File: config.mk
export PLATFORM = sky130hd
export DESIGN_NAME = prw_reset_ctrl
export DESIGN_NICKNAME = d
export VERILOG_FILES = /design/src/pkg/prw_pkg.sv /design/src/prw_reset_ctrl.sv /design/src/prw_sync2.sv
export SDC_FILE = /design/constraint.sdc
export NUM_CORES = 1
export LEC_CHECK = 0
export BUFFER_PORTS_ARGS = -buffer_cell sky130_fd_sc_hd__buf_2
export CORE_MARGIN = 5
export CORE_UTILIZATION = 45
export CTS_CLUSTER_DIAMETER = 120
export DETAILED_ROUTE_END_ITERATION = 10
export GPL_ROUTABILITY_DRIVEN = 1
export PLACE_DENSITY = 0.75
export SYNTH_ARGS = -nofsm -noshare
export SYNTH_HDL_FRONTEND = slang
export SYNTH_SLANG_ARGS = --single-unit
File: constraint.sdc
create_clock -name i_clk_sys -period 1.1 [get_ports i_clk_sys]
set_input_delay 0.22 -clock i_clk_sys [delete_from_list [all_inputs] [get_ports i_clk_sys]]
set_output_delay 0.22 -clock i_clk_sys [all_outputs]
set_load 0.02 [all_outputs]
File: src/pkg/prw_pkg.sv
package prw_pkg;

    // register offsets
    localparam logic [7:0]  CTRL_OFS        = 8'h00;
    localparam logic [7:0]  WDSEL_OFS       = 8'h04;
    localparam logic [7:0]  DONE_OFS        = 8'h08;
    // peripheral count, field occupies bits 24:0
    localparam int          NUM_PERIPH      = 25;
    // reset values
    localparam logic [24:0] CTRL_RESET_VAL  = 25'h1ffffff;
    localparam logic [24:0] WDSEL_RESET_VAL = 25'h0000000;
    localparam logic [24:0] DONE_RESET_VAL  = 25'h0000000;
    // bit positions of the peripherals
    localparam int          BIT_ADC              = 0;
    localparam int          BIT_BUS_CONTROL      = 1;
    localparam int          BIT_DMA              = 2;
    localparam int          BIT_I2C_PORT_0       = 3;
    localparam int          BIT_I2C_PORT_1       = 4;
    localparam int          BIT_USER_PIN_CONTROL = 5;
    localparam int          BIT_QSPI_PIN_CONTROL = 6;
    localparam int          BIT_DEBUG_PORT       = 7;
    localparam int          BIT_USER_PAD_CONTROL = 8;
    localparam int          BIT_QSPI_PAD_CONTROL = 9;
    localparam int          BIT_PROG_IO_0        = 10;
    localparam int          BIT_PROG_IO_1        = 11;
    localparam int          BIT_PLL_SYSTEM       = 12;
    localparam int          BIT_PLL_USB          = 13;
    localparam int          BIT_PWM              = 14;
    localparam int          BIT_RTC              = 15;
    localparam int          BIT_SPI_PORT_0       = 16;
    localparam int          BIT_SPI_PORT_1       = 17;
    localparam int          BIT_SYSTEM_CONFIG    = 18;
    localparam int          BIT_SYSTEM_INFO      = 19;
    localparam int          BIT_TESTBENCH_MGR    = 20;
    localparam int          BIT_TIMER            = 21;
    localparam int          BIT_SERIAL_PORT_0    = 22;
    localparam int          BIT_SERIAL_PORT_1    = 23;
    localparam int          BIT_USB_CONTROLLER   = 24;

endpackage

File: src/prw_reset_ctrl.sv
// Added by the designer: the address-and-strobe port.
module prw_reset_ctrl #(
    parameter int NP = prw_pkg::NUM_PERIPH
) (
    input  wire logic          i_clk_sys,
    input  wire logic          i_rstn,
    input  wire logic [7:0]    i_addr,
    input  wire logic [31:0]   i_wdata,
    input  wire logic          i_wr,
    input  wire logic          i_rd,
    output logic      [31:0]   o_rdata,
    input  wire logic          i_wdog_fire,
    input  wire logic [NP-1:0] i_periph_done,
    output logic      [NP-1:0] o_periph_reset
);

    ////////////////////////////////////////////////////////////////////////////////
    // state

    logic [NP-1:0] ctrl_ff;       // software reset-control bits
    logic [NP-1:0] nxt_ctrl;
    logic [NP-1:0] wdsel_ff;      // watchdog select bits
    logic [NP-1:0] nxt_wdsel;
    logic [NP-1:0] wdrst_ff;      // one-cycle watchdog reset pulse
    logic [NP-1:0] nxt_wdrst;
    logic [NP-1:0] done_ff;       // completion status
    logic [NP-1:0] nxt_done;
    logic [31:0]   rdata_ff;      // registered read data
    logic [31:0]   nxt_rdata;
    logic [NP-1:0] done_sync;     // synchronised peripheral done
    logic [NP-1:0] reset_now;     // reset request being driven

    // zero-extend a peripheral vector to a bus word, upper bits reserved
    function automatic logic [31:0] widen(input logic [NP-1:0] v);
        widen = {{(32-NP){1'b0}}, v};
    endfunction

    ////////////////////////////////////////////////////////////////////////////////
    // done inputs come from other reset domains, so synchronise

    prw_sync2 #(
        .WIDTH (NP)
    ) u_done_sync (
        .i_clk_sys (i_clk_sys),
        .i_rstn    (i_rstn),
        .i_async   (i_periph_done),
        .o_sync    (done_sync)
    );

    ////////////////////////////////////////////////////////////////////////////////
    // next-state logic

    always_comb
    begin
        nxt_ctrl  = ctrl_ff;
        nxt_wdsel = wdsel_ff;
        nxt_rdata = 32'h0000_0000;
        // register writes
        if (i_wr && i_addr == prw_pkg::CTRL_OFS)
        begin
            nxt_ctrl = i_wdata[NP-1:0];
        end
        if (i_wr && i_addr == prw_pkg::WDSEL_OFS)
        begin
            nxt_wdsel = i_wdata[NP-1:0];
        end
        // done register ignores writes
        // register reads; unmapped reads return zero
        if (i_rd)
        begin
            unique case (i_addr)
                prw_pkg::CTRL_OFS:  nxt_rdata = widen(ctrl_ff);
                prw_pkg::WDSEL_OFS: nxt_rdata = widen(wdsel_ff);
                prw_pkg::DONE_OFS:  nxt_rdata = widen(done_ff);
                default:            nxt_rdata = 32'h0000_0000;
            endcase
        end
        // watchdog pulses only the selected bits
        nxt_wdrst = i_wdog_fire ? wdsel_ff : '0;
        // done follows the peripheral, forced low while held
        nxt_done  = done_sync & ~reset_now;
    end

    // reset to a peripheral: control bit or watchdog pulse
    assign reset_now = ctrl_ff | wdrst_ff;

    ////////////////////////////////////////////////////////////////////////////////
    // registers

    // control resets to all ones, keeping everything in reset
    always_ff @(posedge i_clk_sys or negedge i_rstn)
    begin
        if (!i_rstn)
        begin
            ctrl_ff  <= prw_pkg::CTRL_RESET_VAL[NP-1:0];
            wdsel_ff <= prw_pkg::WDSEL_RESET_VAL[NP-1:0];
            wdrst_ff <= '0;
            done_ff  <= prw_pkg::DONE_RESET_VAL[NP-1:0];
            rdata_ff <= 32'h0000_0000;
        end
        else
        begin
            ctrl_ff  <= nxt_ctrl;
            wdsel_ff <= nxt_wdsel;
            wdrst_ff <= nxt_wdrst;
            done_ff  <= nxt_done;
            rdata_ff <= nxt_rdata;
        end
    end

    ////////////////////////////////////////////////////////////////////////////////
    // outputs; reset drives from flops, no glitch path from the bus

    assign o_periph_reset = reset_now;
    assign o_rdata        = rdata_ff;

    ////////////////////////////////////////////////////////////////////////////////
    // checks

    a_wdog_selected: assert property (@(posedge i_clk_sys) disable iff (!i_rstn)
        i_wdog_fire |=> ((o_periph_reset & $past(wdsel_ff)) == $past(wdsel_ff)))
        else $error("selected peripheral not reset on watchdog fire");

    a_wdog_unselected: assert property (@(posedge i_clk_sys) disable iff (!i_rstn)
        i_wdog_fire |=> ((o_periph_reset & ~$past(wdsel_ff)) == ($past(ctrl_ff) & ~$past(wdsel_ff))))
        else $error("unselected peripheral affected by watchdog");

    // a select write must land whole at the strobe edge
    a_wdsel_write: assert property (@(posedge i_clk_sys) disable iff (!i_rstn)
        (i_wr && i_addr == prw_pkg::WDSEL_OFS) |=> (wdsel_ff == $past(i_wdata[NP-1:0])))
        else $error("select write not stored");

    a_wdsel_readback: assert property (@(posedge i_clk_sys) disable iff (!i_rstn)
        (i_rd && i_addr == prw_pkg::WDSEL_OFS) |=> (o_rdata == widen($past(wdsel_ff))))
        else $error("select readback mismatch");

    // per bit: a released peripheral's done tracks its synchronised input
    // checked every cycle, so a partial release is covered as well
    a_done_follows: assert property (@(posedge i_clk_sys) disable iff (!i_rstn)
        1'b1 |=> ((done_ff & ~$past(reset_now)) == ($past(done_sync) & ~$past(reset_now))))
        else $error("done does not follow peripheral");

    a_done_reserved: assert property (@(posedge i_clk_sys) disable iff (!i_rstn)
        (i_rd && i_addr == prw_pkg::DONE_OFS) |=> (o_rdata[31:NP] == '0 && o_rdata[NP-1:0] == $past(done_ff)))
        else $error("done readback wrong");

    a_ctrl_holds: assert property (@(posedge i_clk_sys) disable iff (!i_rstn)
        (i_wr && i_addr == prw_pkg::CTRL_OFS) |=> ((o_periph_reset & $past(i_wdata[NP-1:0])) == $past(i_wdata[NP-1:0])))
        else $error("control write did not hold reset");

    a_done_cleared: assert property (@(posedge i_clk_sys) disable iff (!i_rstn)
        ((done_ff & $past(reset_now)) == '0))
        else $error("done set while peripheral held");

    a_unmapped_zero: assert property (@(posedge i_clk_sys) disable iff (!i_rstn)
        (i_rd && i_addr > prw_pkg::DONE_OFS) |=> (o_rdata == 32'h0000_0000))
        else $error("unmapped read not zero");

    // without a read strobe the data bus rests at zero
    // a stale word here would let software see an old status
    a_rdata_idle: assert property (@(posedge i_clk_sys) disable iff (!i_rstn)
        !i_rd |=> (o_rdata == 32'h0000_0000))
        else $error("read data not idle");

    // a control write with no watchdog pulse sets the reset pattern exactly
    // this covers both holding and releasing, not only holding
    a_ctrl_release: assert property (@(posedge i_clk_sys) disable iff (!i_rstn)
        (i_wr && i_addr == prw_pkg::CTRL_OFS && !i_wdog_fire)
        |=> (o_periph_reset == $past(i_wdata[NP-1:0])))
        else $error("control write not applied");

    // after release the whole vector is still held until software acts
    a_power_up_held: assert property (@(posedge i_clk_sys) disable iff (!i_rstn)
        ($past(ctrl_ff) == '1 && !$past(i_wr)) |-> (o_periph_reset == '1))
        else $error("peripheral left reset without a write");

endmodule

File: src/prw_sync2.sv
// two-stage synchroniser for a vector of asynchronous levels
module prw_sync2 #(
    parameter int WIDTH = 25
) (
    input  wire logic             i_clk_sys,
    input  wire logic             i_rstn,
    input  wire logic [WIDTH-1:0] i_async,
    output logic      [WIDTH-1:0] o_sync
);

    logic [WIDTH-1:0] meta_ff;    // first stage, read only by second
    logic [WIDTH-1:0] sync_ff;    // second stage

    // plain shift, the first stage feeds nothing else
    always_ff @(posedge i_clk_sys or negedge i_rstn)
    begin
        if (!i_rstn)
        begin
            meta_ff <= '0;
            sync_ff <= '0;
        end
        else
        begin
            meta_ff <= i_async;
            sync_ff <= meta_ff;
        end
    end

    assign o_sync = sync_ff;

endmodule

# After elaboration in Yosys (flattened, before gate mapping)
# Index checks and enable logic that the tools add are counted.
[classes] reduce_logical=3 mux=3 bitwise_logic=3 eq_ne=2
[ops] operator="case mux 25 bit (3 select lines)" n=1
[ops] operator="two-way mux 25 bit" n=2
[ops] operator="AND 25 bit" n=1
[ops] operator="inverter 25 bit" n=1
[ops] operator="bitwise OR 25 bit" n=1
[ops] operator="equality test 8 x 3 -> 1 bit, second input constant" n=1
[ops] operator="equality test 8 x 4 -> 1 bit, second input constant" n=1
[ops] operator="zero test 8 bit" n=1
[ops] operator="logical AND 1 bit" n=2
[totals] in_bits=70 output_inout_bits=57 elab_cells=18 regBits=182

# Logic depth before layout (Yosys ltp)
# Gate-level depths: netlist of the first run.
[logic_depth] ltp_word=3 ltp_mapped=6 mapped_depth_nobuf=3

# Hierarchy
# From an unflattened synthesis of the first run, not the netlist that was laid out.
[hier_totals] cells_unflattened=459 area_unflattened_um2=6409.9
[modules_own_cells] module="prw_reset_ctrl" seq_area_each_um2=3159.3 n_inst=1 area_per_inst_um2=5158.7 cells_each=409
[modules_own_cells] module="prw_sync2" seq_area_each_um2=1251.2 n_inst=1 area_per_inst_um2=1251.2 cells_each=50

# Worst setup path after synthesis of the first run
# No wires, ideal clock.
[synth_timing] path_kind="input port to flip-flop" startpoint="input port i_addr[5]" endpoint="register wdsel_ff[10]" arrival_ns=1.717 stages=5 required_ns=0.975 setup_time_ns=0.125 n_path_buf=2 path_slack_ns=-0.742 path_cell_list="or4_1 -> or3_1 -> buf_6 -> buf_12 -> mux2_4"
[synth_via] elab_chain_len=2
[synth_lines] element="from (decl)" line_no="prw_reset_ctrl.sv:7" rtl="input wire logic [7:0] i_addr,"
[synth_lines] element="equality test 8 x 3 -> 1 bit" line_no="prw_reset_ctrl.sv:63" rtl="if (i_wr && i_addr == prw_pkg::WDSEL_OFS)"
[synth_lines] element="logical AND 1 bit" line_no="prw_reset_ctrl.sv:63"
[synth_lines] element="to (signal assigned)" line_no="prw_reset_ctrl.sv:96" rtl="wdsel_ff <= prw_pkg::WDSEL_RESET_VAL[NP-1:0];"
[synth_lines] element="to (signal assigned)" line_no="prw_reset_ctrl.sv:104" rtl="wdsel_ff <= nxt_wdsel;"
[synth_lines] element="to (decl)" line_no="prw_reset_ctrl.sv:22" rtl="logic [NP-1:0] wdsel_ff;"
# Every way passes these cells.
# A chain may end at the register's enable or synchronous reset.

# Worst setup path in the final report of the first run
[layout_timing] startpoint="input port i_addr[3]" endpoint="register wdsel_ff[20]"
# Same word-level chain as after synthesis.

==> run metrics, run 1 <==
vias in the first global route 4508; Final Power 14.4 mW; setup slack after layout -0.378 ns; Slew Viols, Final 0; TritonRoute pass-1 iters 5; type of the most critical hold path in -> reg; Top Ports 127; failing checks negative setup slack; gpl congestion 0.740; pwr/cell area 1580 nW/µm²; Post-Route WL 14700 µm; Cell variety after synth 23; DR iter-0 viols 203; Worst Hold Path EP wdsel_ff[16]$_DFFE_PN0P_; clock sinks 175; Post-Syn Instances 459; CTS Buffer Depth 2; DRC viols 0; Yosys Warn Count 0; total gr overflow 0; Ant. Diodes 0; Die Ht 129 µm; Reg-to-Reg End o_rdata[24]$_DFF_PN0_; WHS Path Cells 2; Core Util, Final 65.6%; count of final hold-check violations 0; clk_lat worst skew 0.42 ns; RSZ-0062 raised after global routing yes; wire length per cell 17.3 µm; Slowest cell on crit path or4b_4; H-tree Lvls 4; die width 129 µm; CP Data Required Time 1.41 ns; filler cell count 982; clk slew on worst S/H paths 0.07 ns; fin crit period 1.48 ns; largest net degree at the start of global routing 35; hpwl dp 8380 µm; CTS tree yes; Core Region 13900 µm²; sequential share of the synthesized area 68.8%; Final period util 134%; port buffer count 112; Layout Cells excl Fill 849; Total GRT Usage 18.8%; clock skew 0.00594 ns; kind of critical path in -> reg; hold path start i_wdata[16]; Syn-to-layout area delta 42.5%; global-route wire length before repair 23500 µm; Starting Density 46.0%; max cap viols 0; Leakage 4.51 nW; commonest non-fill, non-tap cells in the layout 150 x dfrtp_1, 58 x buf_2, 56 x buf_6; antenna violations before repair 1; max incr delay on CP 0.53 ns; Layout Nets 726; # placed instances 753; crit start category primary input; Worst R2R Start ctrl_ff[24]$_DFFE_PN1P_; syn avg cell area 14.0 µm²; FMAX 0.676 GHz; Crit. End Element register; Reg2Reg Setup Slack -0.14 ns; worst path cell trace buf_6 > or4b_4 > or3_4 > clkbuf_16 > mux2_4; Via Count 4094; run status finished with violations; endpoints failing setup 125; DRT antenna net count 0; Critical Path Fanout Max 6; FF+latch count, synth 175; die area 16700 µm²; CTS root buf clkbuf_16; Register-to-Register Path Depth 5; commonest non-fill, non-tap cell in the layout dfrtp_1; CTS Buf Count 17; Crit path arrival time 1.79 ns; Post-Syn Area 6410 µm²; VDD IR max 1.31 mV; layout cells sized above 1 53.2%; vias per cell 4.82; final hold slack 0.0395 ns; Cell Rows 43
==> logic make-up (layout without fill, tap and decap cells) <==
kind of cell           after synthesis  count (layout)  synth area share (%)
DFF                                175             175                  68.8
and+or+nand+nor                    133             133                  11.2
muxes                               75              75                  13.9
buffers and inverters               50             254                  4.14
AOI/OAI and AO/OA                   25              25                  1.95
other                                1               7                0.0585
==> worst max-delay path by stage <==
stage / start / endpoint / slack, ns / depth (start not counted)
after detailed placement: i_addr[5] / wdsel_ff[15]$_DFFE_PN0P_ / -0.89 / 5
after floorplan: i_addr[5] / wdsel_ff[10]$_DFFE_PN0P_ / -0.71 / 5
after global routing: ctrl_ff[3]$_DFFE_PN1P_ / o_periph_reset[3] / -0.38 / 2
after CTS: ctrl_ff[3]$_DFFE_PN1P_ / o_periph_reset[3] / -0.35 / 2
final: i_addr[3] / wdsel_ff[20]$_DFFE_PN0P_ / -0.38 / 5
after global placement: i_addr[5] / wdsel_ff[13]$_DFFE_PN0P_ / -0.87 / 5
==> stage by stage <==
step / setup WS, ns / instance area [µm²] / setup TNS [ns]
floorplan: -0.707 / 6530 / -41.14
global placement: -0.870 / 7380 / -53.89
detailed placement: -0.891 / 7380 / -55.36
CTS: -0.347 / 9040 / -28.86
global route: -0.383 / 9140 / -31.68
finish: -0.378 / 9140 / -29.03
==> flip-flops by register name (all words and copies together) (netlist names) <==
register and flops:
u_done_sync.meta_ff 25, ctrl_ff 25, wdrst_ff 25, u_done_sync.o_sync 25
done_ff 25, wdsel_ff 25, o_rdata 25
==> Yosys cell counts <==
| cell | number | area share, % |
|---|---|---|
| and2_1 | 25 | 2.4 |
| or2_2 | 50 | 4.9 |
| clkbuf_1 | 9 | 0.53 |
| buf_6 | 1 | 0.18 |
| inv_1 | 26 | 1.5 |
| dfstp_2 | 25 | 10 |
| or3_1 | 1 | 0.098 |
| buf_4 | 9 | 1.1 |
| dfrtp_1 | 150 | 59 |
| or4b_4 | 1 | 0.21 |
| nand2_1 | 26 | 1.5 |
| conb_1 | 1 | 0.059 |
| nand4b_1 | 1 | 0.14 |
| mux2_4 | 20 | 4.7 |
| mux2_2 | 30 | 5.3 |
| mux2i_1 | 25 | 3.9 |
| a21oi_1 | 25 | 2.0 |
| buf_12 | 2 | 0.62 |
| nor3_2 | 1 | 0.16 |
| buf_2 | 3 | 0.23 |
| nor2_1 | 26 | 1.5 |
| nor2b_1 | 1 | 0.098 |
| or4_1 | 1 | 0.12 |
==> what timing repair did <==
item | in CTS | in global routing
buffers inserted | 26 | 8
endpoints found under the hold margin | 175 | 0
resized for setup | 147 | 7
hold buffers | 26 | 0
setup endpoints to repair | 125 | 125
pin swaps | 26 | 3
cloned | 4 | 1
==> power by group <==
| group | switching (mW) | total, mW | internal [mW] | leakage (nW) |
|---|---|---|---|---|
| Clock | 2.56 | 6.26 | 3.70 | 0.303 |
| Sequential | 0.113 | 6.85 | 6.73 | 2.18 |
| Combinational | 0.622 | 1.30 | 0.674 | 2.04 |
| Total | 3.29 | 14.4 | 11.1 | 4.51 |
==> area by class of cell <==
| type | instances | area [µm²] | area share [%] |
|---|---|---|---|
| timing repair buffer | 196 | 1780 | 19.5 |
| tap | 180 | 225 | 2.47 |
| inverter | 26 | 97.6 | 1.07 |
| sequential | 175 | 4410 | 48.3 |
| clock inverter | 13 | 178 | 1.94 |
| multi-input combinational | 240 | 2000 | 21.9 |
| clock buffer | 19 | 443 | 4.85 |
==> layer usage <==
layer  up-vias  GRT usage, %  wire length [µm]
met4         2          8.15               273
met3        22          5.23               745
met2       109          30.9              7660
met1      2101          23.5              6040
li1       1860             -                 -
met5         -             0                13
==> worst max-delay path, delay by kind of cell <==
kind	cells	cell delay, ns
and+or+nand+nor	2	0.98
buffers and inverters	2	0.29
muxes	1	0.29
Note: power is estimated with default switching activity, not from simulation.
==> inputs of run 2 (changes only) <==
Settings changed: SETUP_SLACK_MARGIN set to 0.3.
==> run 2 against run 1 <==
Effect of this change:
- the flow still finishes with violations (negative setup slack)
- via count is 0.95% higher
- clock-buffer cell count increased by 1
- combinational power grew 11%
- sequential power hardly changed
==> run metrics, run 2 (same netlist as run 1, synthesis figures left out) <==
run status finished with violations; failing checks negative setup slack; relative slew slack 63.3%; CTS root buf clkbuf_16; endpoints failing setup 125; Layout Cells excl Fill 861; global-route wire length before repair 23300 µm; CP delay by family, top simple AND/OR/NAND/NOR gates; clk_lat worst skew 0.42 ns; layout cells sized above 1 57.0%; clock skew 0.00907 ns; Post-Route WL 15800 µm; Starting Density 46.0%; Leakage 4.68 nW; CTS tree yes; Flop pwr share 46.5%; Ant. Diodes 0; fin crit period 1.48 ns; Clk network pwr share 43.7%; FMAX 0.677 GHz; commonest non-fill, non-tap cell in the layout dfrtp_1; Slew Viols, Final 0; setup TNS -33.11 ns; worst path cell trace buf_6 > or4_4 > or3_4 > buf_12 > mux2_4; clk slew on worst S/H paths 0.07 ns; largest net degree at the start of global routing 55; CTS Buf Count 17; internal power 11.4 mW; CTS Buffer Depth 2; Top Ports 127; Tightest Pin Transition 0.550 ns; crit start category primary input; Worst Hold Path EP wdsel_ff[21]$_DFFE_PN0P_; total gr overflow 0; Final period util 134%; Core Util, Final 68.6%; count of final hold-check violations 0; CP Data Required Time 1.40 ns; Crit path arrival time 1.77 ns; Cell Rows 43; Net Sw Frac 22.2%; clock sinks 175; RSZ-0062 raised after global routing yes; Crit. End Element register; Worst Path Buf+Inv 2; Worst R2R Start ctrl_ff[9]$_DFFE_PN1P_; VDD IR max 1.11 mV; pwr/cell area 1540 nW/µm²; hpwl dp 8340 µm; vias in the first global route 4559; Reg2Reg Setup Slack -0.19 ns; die width 129 µm; final hold slack 0.0491 ns; DR iter-0 viols 165; H-tree Lvls 4; filler cell count 914; max incr delay on CP 0.54 ns; max cap viols 0; DRT antenna net count 0; type of the most critical hold path in -> reg; port buffer count 112; Layout Cell Area excl Fill 9570 µm²; Total GRT Usage 18.4%; WHS Path Cells 2; Reg-to-Reg End o_rdata[9]$_DFF_PN0_; Core Region 13900 µm²; Final Power 14.7 mW; gpl congestion 0.734; setup slack after layout -0.377 ns; Die Ht 129 µm; wire length per cell 18.4 µm; Syn-to-layout area delta 49.2%; commonest non-fill, non-tap cells in the layout 150 x dfrtp_1, 68 x buf_6, 57 x buf_2; Critical Path Fanout Max 13; TritonRoute pass-1 iters 4; die area 16700 µm²; Register-to-Register Path Depth 5; Area after DPL 7410 µm²; antenna violations before repair 0; NetSw 3.27 mW; Place WS -0.889 ns; logic gate share of total power 9.8%; Slowest cell on crit path or4_4; # placed instances 748; Layout Nets 738; kind of critical path in -> reg; DRC viols 0; hold path start i_wdata[21]; Via Count 4133; vias per cell 4.80
run 2: repair_timing:
action	in CTS	in global routing
gates resized for setup	131	59
gates cloned	4	5
endpoints found under the hold margin	177	0
pin swaps	6	16
buffers inserted	28	18
hold buffers	26	0
setup endpoints to repair	135	184
run 2: per-layer routing:
metal,vias up,GRT usage [%],wire [µm]
met5,-,0,0
li1,1875,-,-
met2,100,31.4,8240
met1,2145,23.3,6690
met3,13,4.45,723
met4,0,5.74,157
run 2: worst max path at each step:
| stage | startpoint | endpoint | slack, ns | depth (start not counted) |
|---|---|---|---|---|
| after detailed placement | i_addr[5] | wdsel_ff[20]$_DFFE_PN0P_ | -0.89 | 5 |
| after floorplan | i_addr[5] | wdsel_ff[10]$_DFFE_PN0P_ | -0.71 | 5 |
| final | i_addr[5] | wdsel_ff[12]$_DFFE_PN0P_ | -0.38 | 5 |
| after global placement | i_addr[5] | wdsel_ff[13]$_DFFE_PN0P_ | -0.87 | 5 |
| after CTS | i_addr[3] | wdsel_ff[12]$_DFFE_PN0P_ | -0.35 | 5 |
| after global routing | i_addr[0] | ctrl_ff[1]$_DFFE_PN1P_ | -0.39 | 7 |
run 2: cell type report:
cell class	instances	area, µm²	area share, %
clock buffer	20	457	4.77
clock inverter	12	181	1.90
inverter	26	97.6	1.02
multi-input combinational	240	2150	22.5
sequential	175	4410	46.1
tap	180	225	2.35
timing repair buffer	208	2040	21.3
run 2: power groups by stage:
stage	sequential, mW	clock, mW	combinational [mW]
6_report	6.85	6.42	1.44
5_1_grt	6.87	6.79	1.55
4_1_cts	6.84	6.50	1.29
3_5_place_dp	6.97	0	0.991
3_3_place_gp	6.95	0	0.960
2_1_floorplan	6.93	0	0.548
run 2: worst register-to-register path, cell delays in order, from the launching register on:
cell	delay, ns
dfstp_2	0.53
buf_4	0.10
buf_4	0.10
mux2i_1	0.06
or2_2	0.31
a21oi_4	0.13
==> inputs of run 3 (changes only) <==
--- a/config.mk
+++ b/config.mk
@@ -6,4 +6,5 @@
 export NUM_CORES = 1
 export LEC_CHECK = 0
+export ABC_AREA = 1
 export BUFFER_PORTS_ARGS = -buffer_cell sky130_fd_sc_hd__buf_2
 export CORE_MARGIN = 5
==> constraint.sdc (replaced) <==
create_clock -name i_clk_sys -period 1.1 [get_ports i_clk_sys]
set_input_delay 0.22 -clock i_clk_sys [delete_from_list [all_inputs] [get_ports i_clk_sys]]
set_output_delay 0.22 -clock i_clk_sys [all_outputs]
set_load 0.05 [all_outputs]
==> run 3 against run 2 <==
Effect of this change:
- the run still ends with negative setup slack left
- critical path type is now reg -> out
- final cell count grew 26%
- global-route usage grew 1.5 points
- design area increased by 17%
- setup slack worse by 0.0034 ns
- sequential share of layout area fell by 6.4 points
- critical endpoint is now o_periph_reset[9]
- non-clock buffer count up 58
- clock skew up 0.0035 ns
==> run metrics, run 3 <==
layout cells sized above 1 59.2%; CTS Buffer Depth 2; Layout Nets 960; Reg2Reg Setup Slack -0.02 ns; port buffer count 112; most frequent cells after synthesis 150 x dfrtp_1, 112 x nand2_1, 102 x inv_1; Final period util 135%; Slew Viols, Final 0; Reg-to-Reg End o_rdata[10]$_DFF_PN0_; antenna violations before repair 1; post-synthesis mux area share 0%; endpoints failing setup 51; max cap viols 0; VDD IR max 1.33 mV; CP Data Required Time 0.88 ns; Worst R2R Start ctrl_ff[10]$_DFFE_PN1P_; RSZ-0062 raised after global routing yes; DRT antenna net count 0; Core Region 14500 µm²; share of synthesized registers carrying an async set or reset 100%; relative slew slack 52.9%; clk slew on worst S/H paths 0.07 ns; Cell Rows 44; largest family of logic cells by synthesized area simple AND/OR/NAND/NOR gates; Synth Area in Compound Gates 5.28%; CTS tree yes; crit start category register; pwr/cell area 1370 nW/µm²; kind of critical path reg -> out; setup TNS -11.41 ns; Layout Cells excl Fill 1087; setup slack after layout -0.381 ns; Leakage 5.91 nW; hpwl dp 9690 µm; sequential share of the synthesized area 66.0%; Main synth FF type dfrtp_1; gpl congestion 0.735; top area cells in the synthesized netlist dfrtp_1 56%, dfstp_2 9.8%, nand2_1 6.3%, inv_1 5.7%, nand3_1 5.5%; global-route wire length before repair 27300 µm; clk_lat worst skew 0.43 ns; Post-Route WL 19400 µm; Die Ht 132 µm; TritonRoute pass-1 iters 5; DRC viols 0; Top Ports 127; Area after DPL 8070 µm²; Critical Path Fanout Max 2; wire length per cell 17.8 µm; vias in the first global route 5455; commonest non-fill, non-tap cell in the layout dfrtp_1; Ant. Diodes 0; FF+latch count, synth 175; Synth Area in Simple Gates 19.0%; Place WS -0.228 ns; type of the most critical hold path in -> reg; run status finished with violations; Register-to-Register Path Depth 7; CP endpoint o_periph_reset[9]; Via Count 5309; Core Util, Final 76.9%; H-tree Lvls 4; Synth Area in XOR/XNOR 0%; fin crit period 1.48 ns; Total GRT Usage 19.9%; final hold slack 0.0300 ns; Post-Syn Instances 632; Tightest Pin Transition 0.706 ns; Adder-Cell Fraction of Synth Area 0%; die area 17400 µm²; Starting Density 46.0%; vias per cell 4.88; Setup crit start ctrl_ff[9]$_DFFE_PN1P_; Synth top area share 56.2%; syn avg cell area 10.6 µm²; Synth area leader dfrtp_1; Cell variety after synth 23; clock skew 0.0126 ns; total gr overflow 0; count of final hold-check violations 0; DR iter-0 viols 275; CTS Buf Count 17; Yosys Warn Count 0; Crit. End Element output port; FMAX 0.675 GHz; commonest non-fill, non-tap cells in the layout 125 x dfrtp_1, 96 x inv_1, 84 x buf_6; # placed instances 954; failing checks negative setup slack; Syn-to-layout area delta 67.4%; largest net degree at the start of global routing 35; Crit path arrival time 1.26 ns; Post-Syn Area 6680 µm²; count leader, synth dfrtp_1; Final Power 15.3 mW; CTS root buf clkbuf_16; clock sinks 175; Layout Cell Area excl Fill 11200 µm²; die width 132 µm; EDFF count, synth 0
==> run 3: changes by cell type in the layout (fill, tap and decap cells not counted), sizes merged, moves of 9 or more <==
| cell | change |
|---|---|
| mux2i | -25 |
| nand3 | +74 |
| inv | +79 |
| nand2 | +107 |
| or2 | -25 |
| nor2 | +9 |
| o21ai | +50 |
| a21oi | -25 |
| and2 | -25 |
| mux2 | -50 |
| buf | +59 |
==> run 3: worst max-delay path, stage by stage, from the launching register on <==
cell and delay (ns):
dfstp_2 0.55, or2_4 0.14, buf_8 0.14
==> run 3: cell families (layout without fill, tap and decap cells) <==
group | Yosys count | in the layout
flip-flops | 175 | 175
AND/OR/NAND/NOR | 266 | 267
other | 1 | 7
AO/OA/AOI/OAI | 51 | 51
buffers and inverters | 139 | 403
==> run 3: layout make-up <==
| type | instances | area [µm²] |
|---|---|---|
| Sequential cell | 175 | 4440 |
| Multi-Input combinational cell | 325 | 2430 |
| Timing Repair Buffer | 266 | 3020 |
| Tap cell | 184 | 230 |
| Inverter | 105 | 430 |
| Clock inverter | 15 | 208 |
| Fill cell | 849 | 3350 |
| Clock buffer | 17 | 425 |
==> run 3: how the worst min path moves through the flow <==
| stage | startpoint | endpoint | slack, ns | cells after the start |
|---|---|---|---|---|
| after floorplan | i_rstn | done_ff[0]$_DFF_PN0_ | -0.08 | 0 |
| after CTS | i_wdata[14] | ctrl_ff[14]$_DFFE_PN1P_ | 0.008 | 3 |
| after detailed placement | i_rstn | u_done_sync.meta_ff[20]$_DFF_PN0_ | 0.10 | 1 |
| final | i_wdata[6] | ctrl_ff[6]$_DFFE_PN1P_ | 0.03 | 3 |
| after global routing | i_wdata[6] | ctrl_ff[6]$_DFFE_PN1P_ | 0.02 | 3 |
| after global placement | i_rstn | u_done_sync.meta_ff[20]$_DFF_PN0_ | 0.10 | 1 |
==> run 3: power by group <==
part | total, mW | internal, mW | leakage, nW | switching, mW
clock network | 6.47 | 3.84 | 0.302 | 2.63
logic | 1.94 | 0.926 | 3.48 | 1.02
registers | 6.88 | 6.73 | 2.13 | 0.147
total | 15.3 | 11.5 | 5.91 | 3.80
==> run 3: metal layers <==
metal,vias to the layer above,share of wire [%],track usage (%)
li1,2440,-,-
met1,2648,38,23.8
met2,186,54,34.5
met3,33,5.8,5.38
met4,2,1.9,7.20
met5,-,0.036,0
==> run 3: repair_timing <==
item	in CTS	in global routing
pin swaps	40	46
gates resized for setup	260	119
setup buffers	18	44
endpoints found under the hold margin	178	0
cloned	9	4
hold buffers	26	0
endpoints found under the setup margin	118	167
